===== config.mk =====
export PLATFORM = sky130hd
export DESIGN_NAME = pfm_top
export DESIGN_NICKNAME = d
export VERILOG_FILES = /design/src/pfm_key_irq.v /design/src/pfm_port.v /design/src/pfm_top.v
export VERILOG_INCLUDE_DIRS = /design/src
export SDC_FILE = /design/constraint.sdc
export NUM_CORES = 1
export LEC_CHECK = 0
export ABC_AREA = 1
export BUFFER_PORTS_ARGS = -buffer_cell sky130_fd_sc_hd__buf_2
export CAP_MARGIN = 20
export CORE_ASPECT_RATIO = 1.2
export CORE_MARGIN = 1
export CORE_UTILIZATION = 28
export CTS_BUF_LIST = sky130_fd_sc_hd__clkbuf_2
export DETAILED_ROUTE_END_ITERATION = 12
export MAX_ROUTING_LAYER = met4
export PLACE_DENSITY = 0.52
export SYNTH_ARGS = -nofsm -noshare
export SYNTH_HDL_FRONTEND = slang
export SYNTH_HIERARCHICAL = 1
export SYNTH_SLANG_ARGS = --single-unit

===== constraint.sdc =====
create_clock -name clock_in -period 5.5 [get_ports clock_in]
set_clock_uncertainty 0.2 [all_clocks]
set_input_delay 0.275 -clock clock_in [delete_from_list [all_inputs] [get_ports clock_in]]
set_output_delay 0.275 -clock clock_in [all_outputs]
set_load 0.05 [all_outputs]

===== src/pfm_map.vh =====
`ifndef PFM_MAP_VH
`define PFM_MAP_VH
// ==========================================================
// register byte addresses
`define PFM_A_P0_DATA 8'h00
`define PFM_A_P0_DIR 8'h04
`define PFM_A_P1_DATA 8'h08
`define PFM_A_P1_DIR 8'h0C
`define PFM_A_P2_DATA 8'h10
`define PFM_A_P2_DIR 8'h14
`define PFM_A_P3_DATA 8'h18
`define PFM_A_P3_DIR 8'h1C
`define PFM_A_P4_DATA 8'h20
`define PFM_A_P4_DIR 8'h24
`define PFM_A_EXT_CTRL 8'h28
`define PFM_A_P1_ALT 8'h2C
`define PFM_A_P4_ALT 8'h30
`define PFM_A_P3_IRQ_CTRL 8'h34
`define PFM_A_PINS_LO 8'h38
`define PFM_A_PINS_P4 8'h3C
`define PFM_A_IRQ_STAT 8'h40
`define PFM_A_IRQ_CLR 8'h44
`define PFM_A_IRQ_EN 8'h48
// ==========================================================
// field positions
`define PFM_EXT_EN_BIT 0
`define PFM_EXT_SEP_BIT 2
`define PFM_KEY_SEL_BIT 0
`define PFM_P4_LCD_BIT 0
`define PFM_P4_RAM_BIT 1
`define PFM_IRQ_KEY_BIT 0
`define PFM_IRQ_DONE_BIT 1
`define PFM_RD_PIN 6
`define PFM_WR_PIN 7
// ==========================================================
// reset values and timing
`define PFM_RST_BYTE 8'h00
`define PFM_RST_PAIR 2'h0
`define PFM_RST_BIT 1'h0
`define PFM_ONES_BYTE 8'hFF
`define PFM_ZERO_WORD 32'h0000_0000
`define PFM_DATA_CYC 3'h3
`define PFM_CNT_ZERO 3'h0
`define PFM_CNT_ONE 3'h1
`endif


===== src/pfm_key_irq.v =====
`timescale 1ns/1ps
`default_nettype none
`include "pfm_map.vh"
// ==========================================================
// key interrupt: one pulse when any watched pin falls low
module pfm_key_irq (
    input wire clock_in,
    input wire rst_b_in,
    input wire enable_in,
    input wire [7:0] level_in,
    output reg key_pulse_out
);
    reg [7:0] prev;
    always @(posedge clock_in)
    begin
        if (!rst_b_in)
        begin
            prev <= `PFM_RST_BYTE;
            key_pulse_out <= `PFM_RST_BIT;
        end
        else
        begin
            prev <= level_in;
            key_pulse_out <= enable_in & (|(prev & ~level_in));
        end
    end
endmodule // pfm_key_irq
`default_nettype wire


===== src/pfm_port.v =====
`timescale 1ns/1ps
`default_nettype none
`include "pfm_map.vh"
// ==========================================================
// one 8-pin port: per-pin choice of general or alternate
// drive, registered pad outputs and registered pad sampling
module pfm_port (
    input wire clock_in,
    input wire rst_b_in,
    input wire [7:0] gp_out_in,
    input wire [7:0] gp_oe_in,
    input wire [7:0] alt_sel_in,
    input wire [7:0] alt_out_in,
    input wire [7:0] alt_oe_in,
    input wire [7:0] pin_in,
    output reg [7:0] pin_out,
    output reg [7:0] pin_oe_out,
    output reg [7:0] din_out
);
    always @(posedge clock_in)
    begin
        if (!rst_b_in)
        begin
            pin_out <= `PFM_RST_BYTE;
            pin_oe_out <= `PFM_RST_BYTE;
            din_out <= `PFM_RST_BYTE;
        end
        else
        begin
            pin_out <= (alt_sel_in & alt_out_in) | (~alt_sel_in & gp_out_in);
            pin_oe_out <= (alt_sel_in & alt_oe_in) | (~alt_sel_in & gp_oe_in);
            din_out <= pin_in;
        end
    end
endmodule // pfm_port
`default_nettype wire


===== src/pfm_top.v =====
// Behaviour
// (RQ1) port zero direction set per nibble
// (RQ2) separate bit clear: port zero muxes address/data
// (RQ3) separate bit set: port three drives low address
// (RQ4) port two drives high address byte
// (RQ5) port four direction: upper two, lower six
// (RQ6) port four pins 6/7: RAM read/write strobes
// (RQ7) port four pins 0-3: LCD expansion outputs
// (RQ8) port one: serial, buzzer, PWM alternates
// (RQ9) port zero keys interrupt when select zero; code also blocks it in external mode with separate bit clear
// (RQ10) key select is interrupt control bit zero
// (RQ11) drive address control and ROM enable low
// (RQ12) reset: all inputs, external mode off
//
// Implementation choices: the address map and register access over APB.
`timescale 1ns/1ps
`default_nettype none
`include "pfm_map.vh"
module pfm_top (
    input wire clock_in,
    input wire rst_b_in,
    input wire psel_in,
    input wire penable_in,
    input wire pwrite_in,
    input wire [7:0] paddr_in,
    input wire [31:0] pwdata_in,
    output reg [31:0] prdata_out,
    output reg pready_out,
    output reg pslverr_out,
    input wire ext_req_in,
    input wire ext_rom_in,
    input wire ext_we_in,
    input wire [15:0] ext_addr_in,
    input wire [7:0] ext_wdata_in,
    output reg [7:0] ext_rdata_out,
    output reg ext_busy_out,
    output reg ext_done_out,
    input wire [7:0] p1_alt_out_in,
    input wire [7:0] p1_alt_oe_in,
    input wire [3:0] lcd_exp_in,
    output reg [7:0] p1_alt_din_out,
    input wire [7:0] p0_pin_in,
    output wire [7:0] p0_pin_out,
    output wire [7:0] p0_pin_oe_out,
    input wire [7:0] p1_pin_in,
    output wire [7:0] p1_pin_out,
    output wire [7:0] p1_pin_oe_out,
    input wire [7:0] p2_pin_in,
    output wire [7:0] p2_pin_out,
    output wire [7:0] p2_pin_oe_out,
    input wire [7:0] p3_pin_in,
    output wire [7:0] p3_pin_out,
    output wire [7:0] p3_pin_oe_out,
    input wire [7:0] p4_pin_in,
    output wire [7:0] p4_pin_out,
    output wire [7:0] p4_pin_oe_out,
    output reg addr_ctrl_out,
    output reg ext_rom_out_en_n,
    output reg irq_out
);
    localparam ST_IDLE = 4'h1;
    localparam ST_ADDR = 4'h2;
    localparam ST_DATA = 4'h4;
    localparam ST_DONE = 4'h8;

    // ======================================================
    // software registers
    reg [7:0] p0_dat;
    reg [1:0] p0_dir;
    reg [7:0] p1_dat;
    reg [7:0] p1_dir;
    reg [7:0] p2_dat;
    reg [7:0] p2_dir;
    reg [7:0] p3_dat;
    reg [7:0] p3_dir;
    reg [7:0] p4_dat;
    reg [1:0] p4_dir;
    reg [7:0] ext_mem_ctrl;
    reg [7:0] p1_alt;
    reg [1:0] p4_alt;
    reg [7:0] port3_irq_ctrl;
    reg [1:0] irq_stat;
    reg [1:0] irq_en;

    // ======================================================
    // external access sequencer state
    reg [3:0] state;
    reg [3:0] next_state;
    reg [2:0] cnt;
    reg [15:0] acc_addr;
    reg [7:0] acc_wdata;
    reg acc_rom;
    reg acc_we;

    wire [7:0] p0_din;
    wire [7:0] p1_din;
    wire [7:0] p2_din;
    wire [7:0] p3_din;
    wire [7:0] p4_din;
    wire key_pulse;
    wire ext_on;
    wire ext_sep;
    wire key_sel;
    wire wr_en;
    wire setup;
    wire done_evt;
    wire [1:0] irq_set;
    wire [1:0] next_stat;

    assign ext_on = ext_mem_ctrl[`PFM_EXT_EN_BIT];
    assign ext_sep = ext_mem_ctrl[`PFM_EXT_SEP_BIT];
    assign key_sel = port3_irq_ctrl[`PFM_KEY_SEL_BIT]; // RQ10
    assign setup = psel_in & ~penable_in;
    assign wr_en = psel_in & penable_in & pready_out & pwrite_in;
    assign done_evt = (state == ST_DONE);

    // ======================================================
    // apb slave: answers in the first access cycle
    reg [31:0] rd_mux;
    reg hit;
    always @*
    begin
        rd_mux = `PFM_ZERO_WORD;
        hit = 1'b1;
        if (paddr_in == `PFM_A_P0_DATA)
            rd_mux[7:0] = p0_dat;
        else if (paddr_in == `PFM_A_P0_DIR)
            rd_mux[1:0] = p0_dir;
        else if (paddr_in == `PFM_A_P1_DATA)
            rd_mux[7:0] = p1_dat;
        else if (paddr_in == `PFM_A_P1_DIR)
            rd_mux[7:0] = p1_dir;
        else if (paddr_in == `PFM_A_P2_DATA)
            rd_mux[7:0] = p2_dat;
        else if (paddr_in == `PFM_A_P2_DIR)
            rd_mux[7:0] = p2_dir;
        else if (paddr_in == `PFM_A_P3_DATA)
            rd_mux[7:0] = p3_dat;
        else if (paddr_in == `PFM_A_P3_DIR)
            rd_mux[7:0] = p3_dir;
        else if (paddr_in == `PFM_A_P4_DATA)
            rd_mux[7:0] = p4_dat;
        else if (paddr_in == `PFM_A_P4_DIR)
            rd_mux[1:0] = p4_dir;
        else if (paddr_in == `PFM_A_EXT_CTRL)
            rd_mux[7:0] = ext_mem_ctrl;
        else if (paddr_in == `PFM_A_P1_ALT)
            rd_mux[7:0] = p1_alt;
        else if (paddr_in == `PFM_A_P4_ALT)
            rd_mux[1:0] = p4_alt;
        else if (paddr_in == `PFM_A_P3_IRQ_CTRL)
            rd_mux[7:0] = port3_irq_ctrl;
        else if (paddr_in == `PFM_A_PINS_LO)
            rd_mux = {p3_din, p2_din, p1_din, p0_din};
        else if (paddr_in == `PFM_A_PINS_P4)
            rd_mux[7:0] = p4_din;
        else if (paddr_in == `PFM_A_IRQ_STAT)
            rd_mux[1:0] = irq_stat;
        else if (paddr_in == `PFM_A_IRQ_CLR)
            rd_mux = `PFM_ZERO_WORD;
        else if (paddr_in == `PFM_A_IRQ_EN)
            rd_mux[1:0] = irq_en;
        else
            hit = 1'b0;
    end

    always @(posedge clock_in)
    begin
        if (!rst_b_in)
        begin
            pready_out <= `PFM_RST_BIT;
            pslverr_out <= `PFM_RST_BIT;
            prdata_out <= `PFM_ZERO_WORD;
        end
        else
        begin
            pready_out <= setup;
            pslverr_out <= setup & ~hit;
            if (setup && !pwrite_in)
                prdata_out <= rd_mux;
            else if (!psel_in)
                prdata_out <= `PFM_ZERO_WORD;
        end
    end

    // ======================================================
    // register writes
    always @(posedge clock_in)
    begin
        if (!rst_b_in)
        begin
            p0_dat <= `PFM_RST_BYTE;
            p0_dir <= `PFM_RST_PAIR; // RQ12
            p1_dat <= `PFM_RST_BYTE;
            p1_dir <= `PFM_RST_BYTE; // RQ12
            p2_dat <= `PFM_RST_BYTE;
            p2_dir <= `PFM_RST_BYTE; // RQ12
            p3_dat <= `PFM_RST_BYTE;
            p3_dir <= `PFM_RST_BYTE; // RQ12
            p4_dat <= `PFM_RST_BYTE;
            p4_dir <= `PFM_RST_PAIR; // RQ12
            ext_mem_ctrl <= `PFM_RST_BYTE; // RQ12
            p1_alt <= `PFM_RST_BYTE; // RQ12
            p4_alt <= `PFM_RST_PAIR; // RQ12
            port3_irq_ctrl <= `PFM_RST_BYTE;
            irq_en <= `PFM_RST_PAIR;
        end
        else if (wr_en)
        begin
            if (paddr_in == `PFM_A_P0_DATA)
                p0_dat <= pwdata_in[7:0];
            else if (paddr_in == `PFM_A_P0_DIR)
                p0_dir <= pwdata_in[1:0]; // RQ1
            else if (paddr_in == `PFM_A_P1_DATA)
                p1_dat <= pwdata_in[7:0];
            else if (paddr_in == `PFM_A_P1_DIR)
                p1_dir <= pwdata_in[7:0];
            else if (paddr_in == `PFM_A_P2_DATA)
                p2_dat <= pwdata_in[7:0];
            else if (paddr_in == `PFM_A_P2_DIR)
                p2_dir <= pwdata_in[7:0];
            else if (paddr_in == `PFM_A_P3_DATA)
                p3_dat <= pwdata_in[7:0];
            else if (paddr_in == `PFM_A_P3_DIR)
                p3_dir <= pwdata_in[7:0];
            else if (paddr_in == `PFM_A_P4_DATA)
                p4_dat <= pwdata_in[7:0];
            else if (paddr_in == `PFM_A_P4_DIR)
                p4_dir <= pwdata_in[1:0]; // RQ5
            else if (paddr_in == `PFM_A_EXT_CTRL)
                ext_mem_ctrl <= pwdata_in[7:0];
            else if (paddr_in == `PFM_A_P1_ALT)
                p1_alt <= pwdata_in[7:0];
            else if (paddr_in == `PFM_A_P4_ALT)
                p4_alt <= pwdata_in[1:0];
            else if (paddr_in == `PFM_A_P3_IRQ_CTRL)
                port3_irq_ctrl <= pwdata_in[7:0];
            else if (paddr_in == `PFM_A_IRQ_EN)
                irq_en <= pwdata_in[1:0];
        end
    end

    // ======================================================
    // interrupt status: a new event beats a clear
    assign irq_set = {done_evt, key_pulse};
    assign next_stat = irq_set | (irq_stat &
        ~((wr_en && paddr_in == `PFM_A_IRQ_CLR) ? pwdata_in[1:0]
                                                 : `PFM_RST_PAIR));
    always @(posedge clock_in)
    begin
        if (!rst_b_in)
        begin
            irq_stat <= `PFM_RST_PAIR;
            irq_out <= `PFM_RST_BIT;
        end
        else
        begin
            irq_stat <= next_stat;
            irq_out <= |(next_stat & irq_en);
        end
    end

    // ======================================================
    // external memory sequencer
    always @*
    begin
        next_state = state;
        case (state)
            ST_IDLE:
                if (ext_req_in && ext_on)
                    next_state = ST_ADDR;
            ST_ADDR:
                next_state = ST_DATA;
            ST_DATA:
                if (cnt == `PFM_CNT_ONE)
                    next_state = ST_DONE;
            ST_DONE:
                next_state = ST_IDLE;
            default:
                next_state = ST_IDLE;
        endcase
    end

    always @(posedge clock_in)
    begin
        if (!rst_b_in)
        begin
            state <= ST_IDLE;
            cnt <= `PFM_CNT_ZERO;
            acc_addr <= {`PFM_RST_BYTE, `PFM_RST_BYTE};
            acc_wdata <= `PFM_RST_BYTE;
            acc_rom <= `PFM_RST_BIT;
            acc_we <= `PFM_RST_BIT;
            ext_rdata_out <= `PFM_RST_BYTE;
            ext_busy_out <= `PFM_RST_BIT;
            ext_done_out <= `PFM_RST_BIT;
            addr_ctrl_out <= `PFM_RST_BIT;
            ext_rom_out_en_n <= 1'b1;
        end
        else
        begin
            state <= next_state;
            if (state == ST_IDLE && next_state == ST_ADDR)
            begin
                acc_addr <= ext_addr_in;
                acc_wdata <= ext_wdata_in;
                acc_rom <= ext_rom_in;
                acc_we <= ext_we_in & ~ext_rom_in;
            end
            if (state == ST_ADDR)
                cnt <= `PFM_DATA_CYC;
            else if (cnt != `PFM_CNT_ZERO)
                cnt <= cnt - `PFM_CNT_ONE;
            // pad sample lags by one; last data cycle sees settled bus
            if (state == ST_DATA && cnt == `PFM_CNT_ONE && !acc_we)
                ext_rdata_out <= p0_din;
            ext_busy_out <= (next_state != ST_IDLE);
            ext_done_out <= done_evt;
            addr_ctrl_out <= (state == ST_ADDR); // RQ11
            ext_rom_out_en_n <= ~(state == ST_DATA && acc_rom); // RQ11
        end
    end

    // ======================================================
    // pin function selection
    reg [7:0] p0_sel;
    reg [7:0] p0_aout;
    reg [7:0] p0_aoe;
    reg [7:0] p4_sel;
    reg [7:0] p4_aout;
    reg [7:0] p4_aoe;
    wire busy_bus;
    assign busy_bus = (state != ST_IDLE);
    always @*
    begin
        p0_sel = ext_on ? `PFM_ONES_BYTE : `PFM_RST_BYTE;
        p0_aout = `PFM_RST_BYTE;
        p0_aoe = `PFM_RST_BYTE;
        if (state == ST_ADDR && !ext_sep)
        begin
            p0_aout = acc_addr[7:0]; // RQ2
            p0_aoe = `PFM_ONES_BYTE; // RQ2
        end
        else if (state == ST_DATA && acc_we)
        begin
            p0_aout = acc_wdata; // RQ2 RQ3
            p0_aoe = `PFM_ONES_BYTE;
        end
        p4_sel = `PFM_RST_BYTE;
        p4_aout = `PFM_RST_BYTE;
        p4_aoe = `PFM_RST_BYTE;
        if (p4_alt[`PFM_P4_LCD_BIT])
        begin
            p4_sel[3:0] = 4'hF; // RQ7
            p4_aout[3:0] = lcd_exp_in; // RQ7
            p4_aoe[3:0] = 4'hF;
        end
        if (p4_alt[`PFM_P4_RAM_BIT])
        begin
            p4_sel[`PFM_WR_PIN:`PFM_RD_PIN] = 2'h3;
            p4_aoe[`PFM_WR_PIN:`PFM_RD_PIN] = 2'h3;
            p4_aout[`PFM_RD_PIN] = ~(state == ST_DATA && !acc_rom
                                   && !acc_we); // RQ6
            p4_aout[`PFM_WR_PIN] = ~(state == ST_DATA && acc_we); // RQ6
        end
    end

    // ======================================================
    // ports
    pfm_port u_port0 (
        .clock_in(clock_in),
        .rst_b_in(rst_b_in),
        .gp_out_in(p0_dat),
        .gp_oe_in({{4{p0_dir[1]}}, {4{p0_dir[0]}}}), // RQ1
        .alt_sel_in(p0_sel),
        .alt_out_in(p0_aout),
        .alt_oe_in(p0_aoe),
        .pin_in(p0_pin_in),
        .pin_out(p0_pin_out),
        .pin_oe_out(p0_pin_oe_out),
        .din_out(p0_din)
    );
    pfm_port u_port1 (
        .clock_in(clock_in),
        .rst_b_in(rst_b_in),
        .gp_out_in(p1_dat),
        .gp_oe_in(p1_dir),
        .alt_sel_in(p1_alt), // RQ8
        .alt_out_in(p1_alt_out_in),
        .alt_oe_in(p1_alt_oe_in),
        .pin_in(p1_pin_in),
        .pin_out(p1_pin_out),
        .pin_oe_out(p1_pin_oe_out),
        .din_out(p1_din)
    );
    pfm_port u_port2 (
        .clock_in(clock_in),
        .rst_b_in(rst_b_in),
        .gp_out_in(p2_dat),
        .gp_oe_in(p2_dir),
        .alt_sel_in(ext_on ? `PFM_ONES_BYTE : `PFM_RST_BYTE),
        .alt_out_in(acc_addr[15:8]), // RQ4
        .alt_oe_in(`PFM_ONES_BYTE), // RQ4
        .pin_in(p2_pin_in),
        .pin_out(p2_pin_out),
        .pin_oe_out(p2_pin_oe_out),
        .din_out(p2_din)
    );
    pfm_port u_port3 (
        .clock_in(clock_in),
        .rst_b_in(rst_b_in),
        .gp_out_in(p3_dat),
        .gp_oe_in(p3_dir),
        .alt_sel_in((ext_on && ext_sep) ? `PFM_ONES_BYTE
                                         : `PFM_RST_BYTE), // RQ3
        .alt_out_in(acc_addr[7:0]), // RQ3
        .alt_oe_in(`PFM_ONES_BYTE),
        .pin_in(p3_pin_in),
        .pin_out(p3_pin_out),
        .pin_oe_out(p3_pin_oe_out),
        .din_out(p3_din)
    );
    pfm_port u_port4 (
        .clock_in(clock_in),
        .rst_b_in(rst_b_in),
        .gp_out_in(p4_dat),
        .gp_oe_in({{2{p4_dir[1]}}, {6{p4_dir[0]}}}), // RQ5
        .alt_sel_in(p4_sel),
        .alt_out_in(p4_aout),
        .alt_oe_in(p4_aoe),
        .pin_in(p4_pin_in),
        .pin_out(p4_pin_out),
        .pin_oe_out(p4_pin_oe_out),
        .din_out(p4_din)
    );

    // serial clock/data inputs go back to the channels
    always @(posedge clock_in)
    begin
        if (!rst_b_in)
            p1_alt_din_out <= `PFM_RST_BYTE;
        else
            p1_alt_din_out <= p1_din; // RQ8
    end

    // ======================================================
    // key interrupt; off while port zero carries addresses
    pfm_key_irq u_key (
        .clock_in(clock_in),
        .rst_b_in(rst_b_in),
        .enable_in(~key_sel & ~(ext_on & ~ext_sep)), // RQ9
        .level_in(p0_din),
        .key_pulse_out(key_pulse)
    );
    wire unused_busy;
    assign unused_busy = busy_bus;
endmodule // pfm_top
`default_nettype wire


==> results of run 1 <==
-- power by group through the flow --
stage	logic [uW]	registers (uW)	clock network (uW)
5_1_grt	506	2340	1960
3_3_place_gp	269	2380	0
6_report	457	2330	1760
4_1_cts	449	2330	1850
2_1_floorplan	161	2400	0
3_5_place_dp	275	2380	0
-- synthesized netlist by cell type, types with 11 or more instances --
cell type	instances
sky130_fd_sc_hd__a211oi_1	14
sky130_fd_sc_hd__a21oi_1	114
sky130_fd_sc_hd__buf_6	13
sky130_fd_sc_hd__clkbuf_1	28
sky130_fd_sc_hd__dfxtp_1	315
sky130_fd_sc_hd__inv_1	266
sky130_fd_sc_hd__inv_2	15
sky130_fd_sc_hd__nand2_1	444
sky130_fd_sc_hd__nand3_1	26
sky130_fd_sc_hd__nor2_1	242
sky130_fd_sc_hd__nor2_4	19
sky130_fd_sc_hd__o21ai_0	128
sky130_fd_sc_hd__o22ai_1	11
-- metal layers --
metal | up-vias | track usage | part of all wire
met5 | - | - | 0
met4 | 0 | 0.113 | 0.040
met3 | 112 | 0.0347 | 0.045
met2 | 327 | 0.345 | 0.49
met1 | 6068 | 0.223 | 0.42
li1 | 6737 | - | -
-- cells by family (layout without fill, tap and decap cells) --
family | count (synthesis) | in the layout | share of synthesized area
fa+ha+maj | 3 | 3 | 0.00293
simple gates | 782 | 782 | 0.263
buf+inv | 342 | 1033 | 0.112
other cells | 2 | 30 | 0.000586
compound gates | 301 | 301 | 0.128
flops | 315 | 315 | 0.492
xor+xnor | 1 | 1 | 0.000684
-- worst max path at each step --
| stage | to | slack [ns] |
|---|---|---|
| 6_report | p3_dir[4] | 1.54 |
| 5_1_grt | p3_dir[4] | 1.48 |
| 4_1_cts | acc_we | 1.69 |
| 3_5_place_dp | p1_dat[4] | 2.40 |
| 3_3_place_gp | prdata_out[1] | 2.41 |
| 2_1_floorplan | u_port3/pin_out[5] | 2.99 |
-- layout make-up --
class | instances | area, sq um
Fill cell | 4607 | 26100
Sequential cell | 315 | 6310
Multi-Input combinational cell | 1115 | 5160
Timing Repair Buffer | 599 | 4770
Inverter | 288 | 1100
Tap cell | 609 | 762
Clock buffer | 129 | 646
Clock inverter | 17 | 154
Antenna cell | 2 | 5.00
-- critical path, cell delays in order --
cell	delay, ns
sky130_fd_sc_hd__dlygate4sd3_1	0.53
sky130_fd_sc_hd__buf_2	0.16
sky130_fd_sc_hd__nor2_4	0.04
sky130_fd_sc_hd__dlygate4sd3_1	0.63
sky130_fd_sc_hd__nand3_4	0.10
sky130_fd_sc_hd__dlygate4sd3_1	0.83
sky130_fd_sc_hd__nor2_4	0.15
sky130_fd_sc_hd__inv_4	0.11
sky130_fd_sc_hd__nand3_4	0.10
sky130_fd_sc_hd__nor2_8	0.21
sky130_fd_sc_hd__nand2_2	0.18
sky130_fd_sc_hd__o21ai_1	0.16
sky130_fd_sc_hd__dlygate4sd3_1	0.57
sky130_fd_sc_hd__a21oi_1	0.04
sky130_fd_sc_hd__dlygate4sd3_1	0.55
-- repair_timing --
item,4_1_cts,5_1_grt
endpoints found under the setup margin,0,0
hold buffers,350,0
endpoints found under the hold margin,284,0
-- per-stage QoR --
| stage | instances | power [uW] | instance area (sq um) | setup WS, ns |
|---|---|---|---|---|
| 5_1_grt | 3074 | 4810 | 18900 | 1.48 |
| 3_3_place_gp | 2576 | 2650 | 14600 | 2.41 |
| 2_1_floorplan | 1772 | 2560 | 12900 | 2.99 |
| 6_report | 3074 | 4550 | 18900 | 1.54 |
| 4_1_cts | 3072 | 4630 | 18900 | 1.69 |
| 3_5_place_dp | 2576 | 2660 | 14600 | 2.40 |
==> results.md, run 1 <==
Outcome:
- The run finished with clean final reports.

Route:
- The count of unresolved DRC violations after routing is 0.
- Once detail routing completed, the nets flagged for antenna violations numbered 0.
- The final wirelength is about 46000 um.
- In this run, the number of DRC markers left after iteration 0 of detailed routing was approximately 480.
- The routed via count divided by cell count is ~4.3.
- The routed layout has roughly 13k vias.
- The number of optimization iterations in the first detailed-route pass is 4.
- Dividing the detail-routed wire length by the instance count gives between 10 and 15 um.

Worst setup path:
- The register-to-register path setup slack is about 1.8 ns.
- The endpoint arrival time on the critical path is 4.66 ns.
- Measured in cells, the most critical reg-to-reg path has a length of 9.
- The largest fanout on the critical path is 9.
- The capturing point of the worst reg2reg path is acc_we.
- In this run the critical register-to-register path is launched from state[3].
- The type of element capturing the critical path is a register.
- The critical path is of the primary input to register type.
- The data required time at the worst endpoint is roughly 6.2 ns.
- The startpoint of the most critical setup path is paddr_in[6].
- STA classifies the critical path startpoint as a primary input.

STA:
- Setup repair after global routing left no endpoint under its margin.
- The slew at the pin closest to its max-slew limit is 0.971 ns.
- The final worst hold slack is between 0.15 and 0.2 ns.
- Headroom to the max-slew limit came out at 0.350.
- The max-slew violation count came to 0.
- The number of hold-slack violations in the final timing report is 0.
- In the finished design, the share of the clock period the worst path needs comes to 0.721.
- The setup total negative slack is 0 ns.
- Subtracting the final worst setup slack from the clock period gives approximately 4.0 ns.
- Derived from the worst setup path, the maximum achievable clock frequency is ~0.25 GHz.
- The setup violation total in the final timing report is 0.

Logic synthesis:
- Yosys printed 6 warnings.
- The mean cell area of the mapped netlist is 7.33 sq um.
- The async set or reset register ratio after synthesis is 0.
- The total standard cell area after synthesis is 0.0128 sq mm.
- The synthesized netlist contains 50 unique library cells.
- Yosys attributes the largest share of cell area to sky130_fd_sc_hd__dfxtp_1 (49%), sky130_fd_sc_hd__nand2_1 (13%), sky130_fd_sc_hd__inv_1 (7.8%).
- Among all flip-flop cells after synthesis, the most frequent one is sky130_fd_sc_hd__dfxtp_1.
- The number of storage elements in the synthesis netlist is 315.
- Summed over all instances, the cell type with the most area after synthesis is sky130_fd_sc_hd__dfxtp_1.
- The top cell type's share of synthesized area is 0.492.
- Synthesis produced a netlist whose cell count is 1746.
- The share of the Yosys chip area taken by registers is 0.492.
- Yosys mapped a number of flops with a built-in enable equal to 0.

Cells and area:
- The largest registers in the layout are prdata_out: 32 flops, acc_addr: 16 flops.
- The register with the most flip-flops in the layout has 32 of them.
- From synthesis to final layout, the design area changed by 47.7%.
- Of the cells placed in the final design, the portion with a size suffix greater than 1 is 0.185.
- The register with the most flip-flops is prdata_out.
- At the end of the flow, the number of nets in the layout was ~2.5k.
- The top cell types in the final layout, fill and taps aside, are sky130_fd_sc_hd__nand2_1 (444), sky130_fd_sc_hd__dlygate4sd3_1 (350), sky130_fd_sc_hd__dfxtp_1 (314), sky130_fd_sc_hd__inv_1 (265).
- The most common cell after layout, fill and taps aside is sky130_fd_sc_hd__nand2_1.
- The final design utilization is 0.420.

Clock network:
- Counting the buffers created by CTS gives between 80 and 90.
- The latest clock arrival within the worst-skew pair is 1.02 ns.
- In this run the post-CTS setup repair buffer count came out at 0.
- CTS saw between 300 and 400 sinks.
- The H-tree depth is 3.
- The post-cts gate resize count is 0.
- The root buffer selected by CTS is sky130_fd_sc_hd__clkbuf_2.
- The clock tree from TritonCTS is yes.
- The clock tree buffer depth is 3.
- The clock edge transition at the registers on the reported setup and hold paths is around 0.10 ns.

Floorplan:
- The die is between 200 and 250 um tall.
- The die covers ~0.047 sq mm.
- The initialized floorplan defines 85 standard-cell rows.
- The I/O pin count is about 270.
- The core region is between 0.04 and 0.05 sq mm.
- The floorplan step set the die width to roughly 200 um.
- The starting density of the core is 0.285.

Power:
- In this run the power density over the cells is 241 mW/mm^2.
- Of the total power, the share spent switching nets is 0.273.
- The power dissipated by switching net loads is 1240 uW.
- The internal portion of the total power is roughly 3300 uW.
- The share of total power dissipated in the clock network is 0.387.
- Summed over all cells, the static leakage comes to 0.00887 uW.
- The part of the power in registers is 0.512.
- The share of power burned in combinational logic is 0.100.
- IR analysis of the VDD net gives a maximum drop of 0.119 mV.

Worst hold path:
- The path with the worst hold slack has its endpoint at p0_dat[1].
- In this run the most critical hold path is launched from pwdata_in[1].
- In this run the worst hold path is classified as primary input to register.
- The worst hold path was traced through 4 stages.

GRT:
- The via count of the first global-routing pass was 13.4k.
- The global-route usage over all layers is 0.203.
- The initial antenna violation count is 2.
- The first global-routing pass estimated about 70000 um of wire.
- For this run the aggregate overflow at the end of global routing stands at 0.
- The pin count of the biggest net entering global routing is between 90 and 100.

Place:
- The port buffer count is between 200 and 250.
- After legalization and detailed placement, the total HPWL measured slightly below 30000 um.
- The placer's final routability congestion estimate is about 0.94.

Run:
- Max-cap violations in this run came to 0.
(Power assumes the default switching activity.)
==> inputs of run 2 (changes only) <==
Settings changed: PLACE_DENSITY 0.52 to 0.54.
Clock period 5.5 ns to 3.4 ns, I/O delays scaled along.
==> results.md, run 2 (synthesized netlist as in run 1, its figures left out) <==
Clock network:
- The clock net in this run drives a total of 315 sinks.
- Clock-pin slew was measured on the worst setup and hold paths at about 0.090 ns.
- The tree is rooted in a sky130_fd_sc_hd__clkbuf_2.
- The H-tree was split into 3 levels.
- The latest clock arrival within the worst-skew pair is about 1.0 ns.
- TritonCTS built the clock tree.
- The longest clock path from root to sink contains 3 buffers.
- The number of buffers inserted during clock tree synthesis is between 80 and 90.

STA:
- Setup violations remaining at the end of the flow were counted as 0.
- The slew at the pin closest to its max-slew limit is between 0.9 and 1 ns.
- In the final timing run, aggregate negative setup slack is 0 ns.
- Static timing analysis puts the maximum clock frequency at between 0.2 and 0.3 GHz.
- The minimum clock period after layout is around 3.3 ns.
- The number of hold-slack violations in the final timing report was 0.
- The max-slew violation count came to 0.
- Of the available clock period, the critical path in the final layout requires 0.983.
- The relative max-transition margin is 0.347.
- Setup repair after global routing left no endpoint under its margin.

Cells and area:
- The register with the most flip-flops is prdata_out.
- Summing all multi-input logic gate instances after layout gives roughly 0.0052 sq mm.
- The library cells used most frequently in the layout, excluding fill and tap cells, are sky130_fd_sc_hd__nand2_1 (444), sky130_fd_sc_hd__dlygate4sd3_1 (355), sky130_fd_sc_hd__dfxtp_1 (314), sky130_fd_sc_hd__inv_1 (266).
- The most common cell after layout, fill and taps aside is sky130_fd_sc_hd__nand2_1.
- Relative to the synthesized area, the layout overhead comes to 49.2%.
- In the final design database the tool counted 2561 nets.
- The number of fill cells in the layout is about 4.6k.
- The count of placed standard cells in the final layout, fillers left out is between 3k and 4k.
- The largest registers in the layout are prdata_out: 32 flops, acc_addr: 16 flops.
- The sequential cell area in the final layout is approximately 0.0063 sq mm.
- The number of flip-flops under the largest register name is 32.
- Of the cells placed in the final design, the portion with a size suffix greater than 1 is 0.190.

Place:
- The total half-perimeter wirelength after legalization and detailed placement is 29500 um.
- The port buffer count is approximately 240.
- Once placement completed, the tool counted placed cells totaling about 2.6k.
- The placer's final routability congestion estimate is 0.884.

Worst setup path:
- The critical path is of the primary input to register type.
- The startpoint of the most critical setup path is paddr_in[0].
- The type of element capturing the critical path is a register.
- STA puts the critical path data required time at between 4 and 5 ns.
- The worst setup path is launched from a primary input.
- The largest fanout on the critical path is 9.
- In this run the critical register-to-register path is launched from pready_out.
- The endpoint arrival time on the critical path is ~4.0 ns.

Floorplan:
- The die outline height is 236 um.
- In this run the standard cell core region covers 0.0450 sq mm.
- roughly 270 I/O pins were placed.
- The die covers ~0.047 sq mm.
- For this configuration, the core starts out at a cell density of 0.285.
- Measured along the x axis, the die boundary spans between 150 and 200 um.
- The number of placement rows is 85.

Route:
- The total number of vias is about 13k.
- The routed via count divided by cell count is about 4.4.
- The pre-antenna-repair detailed-routing pass consisted of 5 iterations.
- In this run, the number of DRC markers left after iteration 0 of detailed routing was about 690.
- After detailed routing, the number of remaining DRC violations is 0.
- Once detail routing completed, the nets flagged for antenna violations numbered 0.
- The average wire per cell in the routed design is ~15 um.
- The final wirelength is approximately 47000 um.

GRT:
- In the global route stage, overall resource usage came out at 0.207.
- The via count of the first global-routing pass is ~14k.
- Entering global routing, the biggest net connects 94 pins.
- The first-pass GRT wire length is ~73000 um.
- The initial antenna violation count was 1.
- The aggregate global routing overflow is 0.

Worst hold path:
- The path class of the tightest hold or removal check is primary input to register.
- The hold path startpoint is psel_in.

Power:
- Power spread over the standard cell area amounts to 385 mW/mm^2.
- IR analysis of the VDD net gives a maximum drop of around 0.22 mV.
- The standby leakage power is about 0.009 uW.
- The overall power of the completed layout is roughly 7300 uW.

Run:
- The max-cap check violation count is 0.

Outcome:
- The flow ran to the end, and the final reports show no timing, DRC or antenna violations.
## run 2: changes by cell type in the layout (fill, tap and decap cells not counted), sizes merged
cell / previous run / this run
buf: 249 / 266
clkbuf: 129 / 127
diode: 2 / 1
dlygate4sd3: 350 / 355
dlymetal6s4s: 0 / 1
inv: 286 / 287
## run 2: critical path: stages
cell	delay (ns)
sky130_fd_sc_hd__dlygate4sd3_1	0.54
sky130_fd_sc_hd__buf_2	0.14
sky130_fd_sc_hd__inv_1	0.04
sky130_fd_sc_hd__nand2_1	0.18
sky130_fd_sc_hd__nor2_4	0.06
sky130_fd_sc_hd__dlygate4sd3_1	0.61
sky130_fd_sc_hd__inv_6	0.13
sky130_fd_sc_hd__nor2_4	0.07
sky130_fd_sc_hd__nor2_8	0.15
sky130_fd_sc_hd__inv_4	0.06
sky130_fd_sc_hd__nor2_8	0.15
sky130_fd_sc_hd__dlygate4sd3_1	0.75
sky130_fd_sc_hd__nand2_2	0.19
sky130_fd_sc_hd__nand2_1	0.10
sky130_fd_sc_hd__a21oi_1	0.06
sky130_fd_sc_hd__dlygate4sd3_1	0.59
## run 2: area by class of cell
class	count	area share
inverters	288	0.0576
multi-input cells	1115	0.271
flip-flops and latches	315	0.330
well taps	609	0.0399
diodes	1	0.000131
repair buffers	622	0.260
clock buffers	127	0.0333
clock inverters	18	0.00832
## run 2: metal layers
layer,track usage,vias up,routed length [um]
met5,-,-,0
met4,0.0881,0,1410
met3,0.0400,84,2120
met2,0.367,368,23800
met1,0.222,6264,19300
li1,-,6765,-
## run 2: timing repair
item,in CTS,in global routing
gates resized for setup,0,2
setup endpoints to repair,0,9
hold buffers,358,0
hold endpoints to repair,315,0
setup buffers,0,9
## run 2: final timing paths
check / slack [ns] / to / depth (start not counted)
min reg2reg: 0.24 / ext_rom_out_en_n / 1
max reg2reg: 0.20 / p3_dir[2] / 11
max: 0.06 / p3_dir[2] / 16
min: 0.12 / irq_stat[1] / 5
## run 2: through the flow
step | cell area [sq um] | setup slack (ns) | util | hold WS [ns]
CTS | 19000 | 0.0378 | 0.423 | 0.0101
finish | 19100 | 0.0571 | 0.425 | 0.122
global route | 19100 | 0.0652 | 0.425 | 0.00536
detailed placement | 14700 | 1.06 | 0.326 | 0.157
floorplan | 12900 | 0.889 | - | 0.0676
global placement | 14700 | 1.12 | 0.326 | 0.154
## run 2: where the power goes
| group | switching (uW) | total, uW | internal (uW) | leakage (uW) |
|---|---|---|---|---|
| clock network | 1630 | 2840 | 1210 | 0.000604 |
| logic | 359 | 731 | 372 | 0.00586 |
| registers | 30.1 | 3770 | 3740 | 0.00255 |
